===== src/hdl/qpc_pkg.sv =====
package qpc_pkg;

    // ==========================================================
    // Clock and timing
    // ==========================================================
    localparam int CLK_FREQ_MHZ        = 200;
    localparam int WIPER_SETTLE_MIN_US = 5;
    localparam int WIPER_SETTLE_MAX_US = 10;
    localparam int NV_WRITE_MAX_MS     = 5;
    // Least time rounds up; exact at this rate
    localparam int WIPER_SETTLE_CYCLES = WIPER_SETTLE_MIN_US * CLK_FREQ_MHZ;
    localparam int WIPER_SETTLE_LIMIT  = WIPER_SETTLE_MAX_US * CLK_FREQ_MHZ;
    localparam int NV_WRITE_CYCLES     = NV_WRITE_MAX_MS * 1000 * CLK_FREQ_MHZ;
    localparam int SETTLE_CNT_W        = 11;

    // ==========================================================
    // Frame layout
    // ==========================================================
    localparam int TYPE_MSB       = 7;
    localparam int TYPE_LSB       = 4;
    localparam int OPCODE_MSB     = 7;
    localparam int OPCODE_LSB     = 4;
    localparam int STORED_SEL_HI  = 3;
    localparam int STORED_SEL_LO  = 2;
    localparam int WIPER_SEL_MSB  = 1;
    localparam int WIPER_SEL_LSB  = 0;
    localparam logic [2:0] LAST_BIT = 3'h7;

    typedef enum logic [2:0] {
        QPC_IDLE   = 3'b000,
        QPC_ADDR   = 3'b001,
        QPC_INSTR  = 3'b010,
        QPC_DONE   = 3'b011,
        QPC_IGNORE = 3'b100
    } qpc_state_type;

endpackage


===== src/hdl/qpc_front_end.sv =====
// Functional notes
// - First byte of frame is address byte.
// - Upper address nibble checked against type identifier.
// - Address bits 1..0 must match straps.
// - Mismatched device never executes the instruction.
// - Second byte is instruction; top nibble opcode.
// - Instruction bits 3..2 select stored register.
// - Instruction bits 1..0 select wiper register.
// - Wiper settles 5 to 10 us after instruction.
// - Wiper settles 5 to 10 us after power-up.
// - Nonvolatile update finishes within 5 ms.
// - Power-up loads wipers from stored register zero.
`timescale 1ns/10ps

module qpc_front_end
    import qpc_pkg::*;
#(
    parameter logic [3:0] TYPE_ID        = 4'hA, // Arbitrary value
    parameter int         NV_WRITE_COUNT = NV_WRITE_CYCLES
) (
    input  wire logic       sys_clk,
    input  wire logic       rst_n,
    input  wire logic       spiClk,
    input  wire logic       chipSelN,
    input  wire logic       serialIn,
    input  wire logic       strap_addr_bit0,
    input  wire logic       strap_addr_bit1,
    input  wire logic       wiperChangeReq,
    input  wire logic       nvWriteStart,
    output logic            serialOut,
    output logic            serialOutEn,
    output logic            cmdValid,
    output logic            addrMismatch,
    output logic            frameIgnored,
    output logic [3:0]      opcode_field,
    output logic            stored_sel_hi,
    output logic            stored_sel_lo,
    output logic [1:0]      wiper_sel_field,
    output logic            wiperLoadZero,
    output logic            wiperSettled,
    output logic            wiperSettling,
    output logic            nvBusy,
    output logic            nvDone
);

    localparam int NVW = $clog2(NV_WRITE_COUNT + 1);

    // ==========================================================
    // Input synchronisers
    // ==========================================================
    logic [4:0] syncA;
    logic [4:0] syncB;
    logic       sclkPrev;
    logic       sclkRise;

    always_ff @(posedge sys_clk) begin
        if (!rst_n) begin
            syncA    <= 5'h1F;
            syncB    <= 5'h1F;
            sclkPrev <= 1'b1;
        end else begin
            syncA    <= {strap_addr_bit1, strap_addr_bit0, serialIn, chipSelN, spiClk};
            syncB    <= syncA;
            sclkPrev <= syncB[0];
        end
    end

    assign sclkRise = syncB[0] & ~sclkPrev;

    // ==========================================================
    // Frame decoder
    // ==========================================================
    qpc_state_type state;
    qpc_state_type next_state;
    logic [7:0]    shiftReg;
    logic [7:0]    next_shiftReg;
    logic [2:0]    bitCnt;
    logic [2:0]    next_bitCnt;
    logic [7:0]    inByte;
    logic          next_cmdValid;
    logic          next_addrMismatch;
    logic [3:0]    next_opcode;
    logic          next_selHi;
    logic          next_selLo;
    logic [1:0]    next_wiperSel;

    always_comb begin
        next_state        = state;
        next_shiftReg     = shiftReg;
        next_bitCnt       = bitCnt;
        next_cmdValid     = 1'b0;
        next_addrMismatch = 1'b0;
        next_opcode       = opcode_field;
        next_selHi        = stored_sel_hi;
        next_selLo        = stored_sel_lo;
        next_wiperSel     = wiper_sel_field;
        inByte            = {shiftReg[6:0], syncB[2]};
        if (syncB[1]) begin
            // Deselect ends any frame, matched or not
            next_state  = QPC_IDLE;
            next_bitCnt = 3'h0;
        end else begin
            case (state)
                QPC_IDLE: begin
                    next_state  = QPC_ADDR;
                    next_bitCnt = 3'h0;
                end
                QPC_ADDR, QPC_INSTR: begin
                    if (sclkRise) begin
                        next_shiftReg = inByte;
                        next_bitCnt   = bitCnt + 3'h1;
                        if (bitCnt == LAST_BIT && state == QPC_ADDR) begin
                            // Bits 3..2 are not checked: the host keeps them zero
                            if (inByte[TYPE_MSB:TYPE_LSB] == TYPE_ID
                                && inByte[1] == syncB[4] && inByte[0] == syncB[3]) begin
                                next_state = QPC_INSTR;
                            end else begin
                                next_state        = QPC_IGNORE;
                                next_addrMismatch = 1'b1;
                            end
                        end else if (bitCnt == LAST_BIT) begin
                            next_state    = QPC_DONE;
                            next_cmdValid = 1'b1;
                            next_opcode   = inByte[OPCODE_MSB:OPCODE_LSB];
                            next_selHi    = inByte[STORED_SEL_HI];
                            next_selLo    = inByte[STORED_SEL_LO];
                            next_wiperSel = inByte[WIPER_SEL_MSB:WIPER_SEL_LSB];
                        end
                    end
                end
                default: begin
                    next_state = state;
                end
            endcase
        end
    end

    always_ff @(posedge sys_clk) begin
        if (!rst_n) begin
            state           <= QPC_IDLE;
            shiftReg        <= 8'h00;
            bitCnt          <= 3'h0;
            cmdValid        <= 1'b0;
            addrMismatch    <= 1'b0;
            frameIgnored    <= 1'b0;
            opcode_field    <= 4'h0;
            stored_sel_hi   <= 1'b0;
            stored_sel_lo   <= 1'b0;
            wiper_sel_field <= 2'h0;
            serialOut       <= 1'b0;
            serialOutEn     <= 1'b0;
        end else begin
            state           <= next_state;
            shiftReg        <= next_shiftReg;
            bitCnt          <= next_bitCnt;
            cmdValid        <= next_cmdValid;
            addrMismatch    <= next_addrMismatch;
            frameIgnored    <= (next_state == QPC_IGNORE);
            opcode_field    <= next_opcode;
            stored_sel_hi   <= next_selHi;
            stored_sel_lo   <= next_selLo;
            wiper_sel_field <= next_wiperSel;
            // No data phase here, so the output stays released
            serialOut       <= 1'b0;
            serialOutEn     <= 1'b0;
        end
    end

    // ==========================================================
    // Power-up load and wiper settle timer
    // ==========================================================
    logic                    powerUpDone;
    logic                    next_loadZero;
    logic                    settleBusy;
    logic                    next_settleBusy;
    logic [SETTLE_CNT_W-1:0] settleCnt;
    logic [SETTLE_CNT_W-1:0] next_settleCnt;
    logic                    next_settled;

    always_comb begin
        next_loadZero   = ~powerUpDone;
        next_settleBusy = settleBusy;
        next_settleCnt  = settleCnt;
        next_settled    = 1'b0;
        if (wiperChangeReq || !powerUpDone) begin
            // A new request restarts the full settle time
            next_settleBusy = 1'b1;
            next_settleCnt  = '0;
        end else if (settleBusy) begin
            if (settleCnt == SETTLE_CNT_W'(WIPER_SETTLE_CYCLES - 1)) begin
                next_settleBusy = 1'b0;
                next_settled    = 1'b1;
            end else begin
                next_settleCnt = settleCnt + 1'b1;
            end
        end
    end

    always_ff @(posedge sys_clk) begin
        if (!rst_n) begin
            powerUpDone   <= 1'b0;
            wiperLoadZero <= 1'b0;
            settleBusy    <= 1'b0;
            settleCnt     <= '0;
            wiperSettled  <= 1'b0;
            wiperSettling <= 1'b0;
        end else begin
            powerUpDone   <= 1'b1;
            wiperLoadZero <= next_loadZero;
            settleBusy    <= next_settleBusy;
            settleCnt     <= next_settleCnt;
            wiperSettled  <= next_settled;
            wiperSettling <= next_settleBusy;
        end
    end

    // ==========================================================
    // Nonvolatile write timer
    // ==========================================================
    logic [NVW-1:0] nvCnt;
    logic [NVW-1:0] next_nvCnt;
    logic           next_nvBusy;
    logic           next_nvDone;

    always_comb begin
        next_nvCnt  = nvCnt;
        next_nvBusy = nvBusy;
        next_nvDone = 1'b0;
        if (nvBusy) begin
            // Starts during a write are dropped; one write at a time
            if (nvCnt == NVW'(NV_WRITE_COUNT - 1)) begin
                next_nvBusy = 1'b0;
                next_nvDone = 1'b1;
                next_nvCnt  = '0;
            end else begin
                next_nvCnt = nvCnt + 1'b1;
            end
        end else if (nvWriteStart) begin
            next_nvBusy = 1'b1;
            next_nvCnt  = '0;
        end
    end

    always_ff @(posedge sys_clk) begin
        if (!rst_n) begin
            nvCnt  <= '0;
            nvBusy <= 1'b0;
            nvDone <= 1'b0;
        end else begin
            nvCnt  <= next_nvCnt;
            nvBusy <= next_nvBusy;
            nvDone <= next_nvDone;
        end
    end

endmodule


===== config.mk =====
export PLATFORM = sky130hd
export DESIGN_NAME = qpc_front_end
export DESIGN_NICKNAME = d
export VERILOG_FILES = /design/src/hdl/qpc_pkg.sv /design/src/hdl/qpc_front_end.sv
export SDC_FILE = /design/constraint.sdc
export NUM_CORES = 1
export LEC_CHECK = 0
export BUFFER_PORTS_ARGS = -buffer_cell sky130_fd_sc_hd__buf_2
export CAP_MARGIN = 20
export CELL_PAD_IN_SITES_DETAIL_PLACEMENT = 2
export CELL_PAD_IN_SITES_GLOBAL_PLACEMENT = 2
export CORE_MARGIN = 5
export CORE_UTILIZATION = 39
export DETAILED_ROUTE_END_ITERATION = 8
export PLACE_DENSITY = 0.8
export RECOVER_POWER = 100
export SLEW_MARGIN = 25
export SYNTH_ARGS = -nofsm -noshare
export SYNTH_HDL_FRONTEND = slang
export SYNTH_SLANG_ARGS = --single-unit

===== constraint.sdc =====
create_clock -name sys_clk -period 3.94 [get_ports sys_clk]
set_input_delay 0 -clock sys_clk [delete_from_list [all_inputs] [get_ports sys_clk]]
set_output_delay 0 -clock sys_clk [all_outputs]
set_load 0.05 [all_outputs]

==> impl_metrics.py, run 1 <==
metrics = {
    "status": {
        "status": "complete, no violations",
    },
    "floorplanning": {
        "design.core.area_sq_um": 7727,
        "die_w_um": 98.89,
        "ioPinCount": 27,
        "start_util_pct": 39.88,
        "die_h_um": 98.89,
        "die-area_sq_um": 9779,
        "placementRows": 32,
    },
    "worst_setup_path": {
        "path_max_fanout": 24,
        "critPathCaptureType": "flip-flop",
        "cp_common_cell": "clkbuf_1",
        "startpoint_type": "input port",
        "rr_worst_depth": 6,
        "criticalPathCategory": "input port to flip-flop",
        "required_ns": 4.20,
        "crit_chain": "dlygate4sd3_1, clkbuf_1, inv_1, nor3_1, clkbuf_1, a21oi_1, o21ai_0",
        "arrival_ns": 3.08,
        "max_stage_delay_ns": 0.62,
        "crit_slowest_cell": "clkbuf_1",
    },
    "drt": {
        "vias_per_cell": 5.477,
        "drc": 0,
        "firstDrtPassIters": 4,
        "wire_per_inst_um": 20.04,
        "ant_nets": 0,
        "drt_iter0_drc": 83,
        "wl_um": 9578,
        "dr_total_vias": 2618,
    },
    "placed_design": {
        "hpwl_um": 5289,
        "dpl-instance-area_sq_um": 3252,
        "io_buffer_count": 24,
        "gp_congestion": 0.7682,
        "place_inst": 451,
    },
    "clock_tree": {
        "numCtsBuffers": 9,
        "root_buffer": "clkbuf_8",
        "post_cts_buffers": 0,
        "cts_tree": "built",
        "clock_path_buffers": 2,
        "clk_latency_ns": 0.36,
        "cts-htree-levels": 3,
        "numClockSinks": 72,
        "clk_pin_slew_worst_paths_ns": 0.08,
    },
    "global_routing": {
        "grt_pass1_wl_um": 15790,
        "grt_pass1_vias": 2911,
        "antenna_found_initial": 0,
        "grt_usage_pct": 20.33,
        "grt-ovfl-total": 0,
        "grt_max_degree": 25,
    },
    "worst_hold_path": {
        "min_path_type": "input port to flip-flop",
        "whs_path_depth": 4,
    },
    "timing": {
        "fmax_ghz": 0.3552,
        "fin_skew_ns": 0.006842,
        "min_period_over_period_pct": 71.45,
        "hold_viol_final": 0,
        "slew_headroom_pct": 35.76,
        "rsz0062_at_grt": "false",
        "fin_crit_ns": 2.815,
        "report.final.slew_viol_count": 0,
        "setup_violations": 0,
        "tightestPinTransition_ns": 0.9635,
        "setup_tns_ns": 0,
    },
    "pwr": {
        "intPower_uw": 1234,
        "seq_power_share_pct": 46.7,
        "clkPwrFrac_pct": 49.0,
        "comb_power_share_pct": 4.4,
        "powerDensity_nw_per_um2": 445.7,
        "p_leak_uw": 0.001225,
        "switching_share_pct": 22.76,
        "peakVddDrop_v": 0.0003152,
        "power.net_switching_uw": 363.8,
    },
    "synthesis": {
        "syn_inst": 339,
        "synth_top_area_share_pct": 46.77,
        "seq_area_frac_synth_pct": 46.77,
        "ys_top_cells_by_count": "72 x dfxtp_1, 44 x nor2_1, 23 x nand3_1",
        "syn_area_per_cell_sq_um": 9.091,
        "yosysMostFrequentCell": "dfxtp_1",
        "synth_area_leaders": "dfxtp_1 47%, mux2i_1 6.8%, nor2_1 5.4%",
        "yosysTopAreaCell": "dfxtp_1",
        "synth_edf_count": 0,
        "postSynthRegisterBits": 72,
        "async_flop_share_pct": 0,
        "ys_dominant_reg_cell": "dfxtp_1",
        "yosysWarnings": 0,
        "yosysUniqueCellTypes": 45,
        "synth_area_sq_um": 3082,
    },
    "layout": {
        "fin_cells": 478,
        "final_layout_size_suffix_gt1_share_pct": 7.713,
        "antenna_cells": 0,
        "nNetsFinal": 385,
        "finalInstanceArea_sq_um": 3586,
        "area_growth_pct": 16.36,
    },
    "flow_run": {
        "timing.max_cap.violations": 0,
    },
}
logic make-up (layout without fill, tap and decap cells):
| group | after synthesis | after routing | share of synthesized area (%) |
|---|---|---|---|
| and+or+nand+nor | 157 | 157 | 27.81 |
| muxes | 21 | 21 | 6.821 |
| xor gates and xnor gates | 16 | 16 | 4.547 |
| DFF | 72 | 72 | 46.77 |
| buffers and inverters | 23 | 59 | 3.735 |
| other | 1 | 2 | 0.1217 |
| AOI/OAI and AO/OA | 43 | 43 | 7.837 |
| adders and majority gates | 6 | 6 | 2.355 |
final timing paths:
path,startpoint,end,slack (ns)
max reg2reg,nvCnt[0],nvCnt[12],1.33
min reg2reg,powerUpDone,wiperLoadZero,0.44
max,rst_n,nvCnt[5],1.12
min,nvWriteStart,nvCnt[0],0.02
layout make-up:
| type | instances | area [sq um] |
|---|---|---|
| clock buffer | 12 | 165.2 |
| clock inverter | 4 | 98.84 |
| multi-input combinational | 245 | 1514 |
| inverter | 7 | 26.28 |
| timing repair buffer | 36 | 212.7 |
| tap | 102 | 127.6 |
| sequential | 72 | 1441 |
| fill | 830 | 4141 |
cells in the final DEF (no fill, tap or decap), drive strengths merged, types with 3 or more instances in the layout:
cell          n
a21oi        19
and3          6
and4          3
buf           7
bufinv        3
clkbuf       30
dfxtp        72
dlygate4sd3  11
ha            5
inv           7
mux2i        21
nand2        20
nand2b       14
nand3        23
nand3b        5
nand4        12
nor2         44
nor2b         4
nor3          6
nor4          7
o21ai        16
xnor2        11
xor2          5
registers in the layout (all words and copies together) (netlist names), 2 cells and up:
name,flops
bitCnt,3
nvCnt,20
opcode_field,4
settleCnt,11
shiftReg,7
state,3
syncA,5
syncB,5
wiper_sel_field,2
power groups by stage:
| stage | Clock (uW) | Sequential (uW) | Combinational (uW) |
|---|---|---|---|
| 2_1_floorplan | 0 | 765 | 39.9 |
| 6_report | 782 | 746 | 69.7 |
| 3_5_place_dp | 0 | 761 | 59.2 |
| 5_1_grt | 821 | 748 | 75.5 |
| 3_3_place_gp | 0 | 761 | 57.7 |
| 4_1_cts | 781 | 745 | 68.6 |
layer usage:
metal	routed length, um	vias to the layer above	track usage, %
met3	352	16	2.831
met1	4105	1304	23.98
met2	4909	57	36.57
met5	0	-	0
met4	210	0	8.613
li1	-	1241	-
repair_timing:
| item | in CTS | in global routing |
|---|---|---|
| hold buffers | 11 | 0 |
| endpoints found under the hold margin | 12 | 0 |
| gates resized for setup | 0 | 0 |
stage by stage:
step,total power [uW],worst slack [ns],hold WS [ns],util (%)
5_1_grt,1644,0.8019,0.03198,46.41
3_3_place_gp,818.7,1.712,0.1813,42.08
6_report,1598,1.125,0.02498,46.41
2_1_floorplan,804.8,2.090,0.02772,-
4_1_cts,1595,1.580,0.005313,46.92
3_5_place_dp,820.6,1.604,0.1942,42.08
worst max-delay path: cells and delay by family:
family | cells | cell delay, ns
AO/OA/AOI/OAI | 2 | 0.40
buffers and inverters | 4 | 2.34
AND/OR/NAND/NOR | 1 | 0.31
No activity file was read; power rests on OpenSTA's default activity.
==> run 2, diff against run 1 <==
- CORE_UTILIZATION: 39 -> 33
- PLACE_DENSITY: 0.8 -> 0.72
- clock period: 3.94 -> 2.4 ns (I/O delays scaled with it)
==> run 2 against run 1 <==
  * Routed wire length down 17%
  * Total power up 58%
  * Utilization down 7.2 points
  * Combinational power up 55%
  * Design area about the same
  * Clock-buffer cell count down 1
  * Die area up 16%
  * Setup slack worse by 0.82 ns
  * Sequential power up 64%
  * Cell count up 2.3%
  * Largest power group is now registers
  * Highest routed layer unchanged
==> impl_metrics.py, run 2 (synthesis results as in run 1) <==
metrics = {
    "status": {
        "status": "complete, no violations",
    },
    "drt": {
        "firstDrtPassIters": 4,
        "drc": 0,
        "wire_per_inst_um": 16.34,
        "vias_per_cell": 5.129,
        "wl_um": 7991,
        "drt_iter0_drc": 68,
        "ant_nets": 0,
        "dr_total_vias": 2508,
    },
    "floorplanning": {
        "start_util_pct": 33.67,
        "placementRows": 35,
        "die_w_um": 106.6,
        "ioPinCount": 27,
        "die-area_sq_um": 11370,
        "die_h_um": 106.6,
        "design.core.area_sq_um": 9153,
    },
    "global_routing": {
        "grt_max_degree": 24,
        "grt_pass1_vias": 2759,
        "grt_usage_pct": 14.85,
        "grt-ovfl-total": 0,
        "antenna_found_initial": 0,
        "grt_pass1_wl_um": 13440,
    },
    "clock_tree": {
        "clk_pin_slew_worst_paths_ns": 0.08,
        "cts-htree-levels": 3,
        "clock_path_buffers": 2,
        "clk_latency_ns": 0.34,
        "numClockSinks": 72,
        "cts_tree": "built",
        "post_cts_buffers": 0,
        "root_buffer": "clkbuf_8",
        "numCtsBuffers": 9,
        "cts_resized": 0,
    },
    "timing": {
        "setup_tns_ns": 0,
        "min_period_over_period_pct": 87.33,
        "report.final.slew_viol_count": 0,
        "hold_viol_final": 0,
        "setup_violations": 0,
        "fin_skew_ns": 0.01432,
        "rsz0062_at_grt": "false",
        "fmax_ghz": 0.4771,
        "slew_headroom_pct": 38.47,
        "tightestPinTransition_ns": 0.9159,
        "fin_crit_ns": 2.096,
    },
    "flow_run": {
        "timing.max_cap.violations": 0,
    },
    "layout": {
        "final_cell_mix": "72 x dfxtp_1, 44 x nor2_1, 23 x nand3_1, 22 x clkbuf_1, 21 x mux2i_1",
        "regMostFlops": "nvCnt",
        "area_growth_pct": 16.32,
        "layout_commonest_cell": "dfxtp_1",
        "reg_top3": "nvCnt (20), settleCnt (11), shiftReg (7)",
        "final_core_util_pct": 39.17,
        "final_layout_size_suffix_gt1_share_pct": 8.995,
        "fillCellCount": 1010,
        "fin_cells": 489,
        "finalInstanceArea_sq_um": 3585,
        "antenna_cells": 0,
        "largest_register_ffs": 20,
        "nNetsFinal": 387,
    },
    "pwr": {
        "power_uw": 2521,
        "peakVddDrop_v": 0.0002360,
        "powerDensity_nw_per_um2": 703.2,
        "p_leak_uw": 0.001222,
    },
    "placed_design": {
        "gp_congestion": 0.7853,
        "dpl-instance-area_sq_um": 3316,
        "hpwl_um": 5387,
        "io_buffer_count": 24,
        "place_inst": 467,
    },
    "worst_setup_path": {
        "arrival_ns": 2.32,
        "required_ns": 2.62,
        "critPathCaptureType": "flip-flop",
        "criticalPathCategory": "flip-flop to flip-flop",
        "startpoint_type": "flip-flop",
        "path_max_fanout": 6,
    },
    "worst_hold_path": {
        "min_path_type": "input port to flip-flop",
    },
}
[run 2: report_power, final]
part | internal [uW] | total (uW) | switching, uW
clock | 720 | 1190 | 469
combinational | 37.1 | 108 | 71.0
sequential | 1210 | 1220 | 14.7
[run 2: critical path: stages (launching register included)]
cell and delay [ns]:
dfxtp_1 0.40, ha_1 0.21, nand3_1 0.16, clkbuf_1 0.22, nor4_1 0.57, nand3_1 0.15
a21oi_1 0.17, mux2i_1 0.09
[run 2: worst paths after layout]
kind / from / end / slack (ns) / cells after the start
setup / recovery: nvCnt[0] / nvCnt[18] / 0.30 / 7
hold / removal: nvWriteStart / nvCnt[0] / 0.04 / 4
setup reg to reg: nvCnt[0] / nvCnt[18] / 0.30 / 7
hold reg to reg: syncA[0] / syncB[0] / 0.42 / 1
[run 2: what timing repair did]
action                                  in CTS  in global routing
endpoints found under the setup margin       0                  0
hold endpoints to repair                     7                  0
hold buffers                                 6                  0
[run 2: cell type report]
class / count / area (sq um) / share of cell area [%]
Clock buffer: 11 / 141.4 / 3.944
Clock inverter: 5 / 103.9 / 2.897
Inverter: 7 / 26.28 / 0.7330
Multi-Input combinational cell: 245 / 1529 / 42.65
Sequential cell: 72 / 1441 / 40.21
Tap cell: 111 / 138.9 / 3.874
Timing Repair Buffer: 38 / 203.9 / 5.689
[run 2: per-layer routing]
metal	wire, um	GRT usage [%]	vias to the layer above
met5	0	0	-
met4	97	4.201	0
met3	195	3.612	8
met2	4069	27.07	28
met1	3629	17.18	1221
li1	-	-	1251
[run 2: through the flow]
| stage | setup slack [ns] | hold slack, ns |
|---|---|---|
| after global placement | 0.4233 | 0.1821 |
| final | 0.3041 | 0.04064 |
| after global routing | 0.08188 | 0.04296 |
| after CTS | 0.3260 | 0.02834 |
| after floorplan | 0.5503 | 0.02772 |
| after detailed placement | 0.3411 | 0.1881 |
==> run 3, diff against run 2 <==
- CORE_ASPECT_RATIO: unset -> 1.5
- CTS_BUF_LIST: unset -> sky130_fd_sc_hd__clkbuf_8 sky130_fd_sc_hd__clkbuf_16
==> run 3 against run 2 <==
  * Combinational power hardly changed
  * First-iteration DRC count is 26% lower
  * Sequential cell count stayed put
  * Sequential power hardly changed
  * Via count is 1.6% higher
  * Total power is 2.6% higher
  * Routed wire length is 2.3% higher
  * Critical path depth is 1 lower
  * Global-route usage is 0.80 points higher
  * Clock skew is 0.0076 ns lower
  * Sequential share of layout area is 0.47 points lower
  * Worst hold slack better by 0.0086 ns
  * Largest power group is now clock
==> impl_metrics.py, run 3 (synthesis results as in run 1) <==
metrics = {
    "status": {
        "status": "complete, no violations",
    },
    "worst_hold_path": {
        "min-delay-start": "nvWriteStart",
        "min_path_type": "input port to flip-flop",
    },
    "layout": {
        "largest_register_ffs": 20,
        "final_layout_size_suffix_gt1_share_pct": 9.186,
        "fin_cells": 493,
        "final_cell_mix": "72 x dfxtp_1, 44 x nor2_1, 23 x nand3_1, 22 x clkbuf_1, 21 x mux2i_1",
        "nNetsFinal": 390,
        "regMostFlops": "nvCnt",
        "layout_commonest_cell": "dfxtp_1",
        "area_growth_pct": 17.70,
        "finalInstanceArea_sq_um": 3627,
        "antenna_cells": 0,
        "reg_top3": "nvCnt (20), settleCnt (11), shiftReg (7)",
    },
    "drt": {
        "wl_um": 8174,
        "firstDrtPassIters": 4,
        "drt_iter0_drc": 50,
        "ant_nets": 0,
        "vias_per_cell": 5.168,
        "dr_total_vias": 2548,
        "wire_per_inst_um": 16.58,
        "drc": 0,
    },
    "placed_design": {
        "dpl-instance-area_sq_um": 3339,
        "io_buffer_count": 24,
        "gp_congestion": 0.7427,
        "place_inst": 471,
        "hpwl_um": 5867,
    },
    "clock_tree": {
        "holdBufCountCts": 6,
        "cts_resized": 0,
        "cts-htree-levels": 3,
        "clk_pin_slew_worst_paths_ns": 0.06,
        "root_buffer": "clkbuf_16",
        "clock_path_buffers": 2,
        "clk_latency_ns": 0.33,
        "post_cts_buffers": 0,
        "numClockSinks": 72,
        "numCtsBuffers": 9,
        "cts_tree": "built",
    },
    "timing": {
        "min_period_over_period_pct": 86.40,
        "fmax_ghz": 0.4822,
        "setup_tns_ns": 0,
        "fin_crit_ns": 2.074,
        "rsz0062_at_grt": "false",
        "setup_violations": 0,
        "report.final.slew_viol_count": 0,
        "slew_headroom_pct": 29.66,
        "hold_slack_ns": 0.04922,
        "tightestPinTransition_ns": 1.055,
        "fin_skew_ns": 0.006712,
        "hold_viol_final": 0,
    },
    "floorplanning": {
        "ioPinCount": 27,
        "start_util_pct": 33.50,
        "die_w_um": 88.90,
        "die_h_um": 128.4,
        "design.core.area_sq_um": 9200,
        "placementRows": 43,
        "die-area_sq_um": 11410,
    },
    "worst_setup_path": {
        "startpoint_type": "flip-flop",
        "path_max_fanout": 12,
        "crit_start": "nvCnt[17]",
        "criticalPathCategory": "flip-flop to flip-flop",
        "reg2reg_from": "nvCnt[17]",
        "critPathCaptureType": "flip-flop",
        "required_ns": 2.62,
        "arrival_ns": 2.29,
    },
    "global_routing": {
        "grt_max_degree": 24,
        "grt_usage_pct": 15.65,
        "grt_pass1_wl_um": 13900,
        "antenna_found_initial": 0,
        "grt_pass1_vias": 2825,
        "grt-ovfl-total": 0,
    },
    "pwr": {
        "p_leak_uw": 0.001241,
        "peakVddDrop_v": 0.0003547,
        "powerDensity_nw_per_um2": 713.2,
    },
    "flow_run": {
        "timing.max_cap.violations": 0,
    },
}
==> run 3: final timing paths <==
| path | endpoint | slack [ns] | cells past startpoint |
|---|---|---|---|
| min | nvCnt[0] | 0.05 | 4 |
| max | nvCnt[18] | 0.33 | 6 |
| min reg2reg | syncB[3] | 0.41 | 1 |
| max reg2reg | nvCnt[18] | 0.33 | 6 |
==> run 3: metal layers <==
layer | up-vias | GRT usage (%) | routed length (um)
li1 | 1260 | - | -
met1 | 1258 | 16.81 | 3346
met2 | 26 | 29.13 | 4574
met3 | 4 | 3.652 | 189
met4 | 0 | 5.338 | 64
met5 | - | 0 | 0
==> run 3: power by group <==
group / total, uW / switching [uW] / leakage (uW) / internal [uW]
clock: 1260 / 527 / 0.000127 / 729
sequential: 1220 / 13.4 / 0.000584 / 1210
combinational: 107 / 71.0 / 0.000530 / 36.3
total: 2590 / 611 / 0.00124 / 1980
==> run 3: layout make-up <==
class                      count  area [sq um]
sequential                    72          1441
fill                        1035          5573
multi-input combinational    245          1514
inverter                       7         26.28
tap                          112         140.1
clock buffer                  10         239.0
clock inverter                 6         43.79
timing repair buffer          41         222.7
==> run 3: per-stage QoR <==
step | worst slack (ns) | util [%] | power, uW
final | 0.3264 | 39.43 | 2587
after global routing | 0.1104 | 39.43 | 2705
after CTS | 0.3034 | 40.02 | 2630
after detailed placement | 0.3352 | 36.30 | 1355
after global placement | 0.4591 | 36.30 | 1351
after floorplan | 0.5503 | - | 1321
==> run 3: worst max-delay path, stage by stage, from the launching register on <==
cell     delay, ns
dfxtp_1       0.42
nand3_1       0.18
nor4_1        0.56
a21oi_2       0.29
buf_4         0.27
a21oi_1       0.16
mux2i_1       0.09
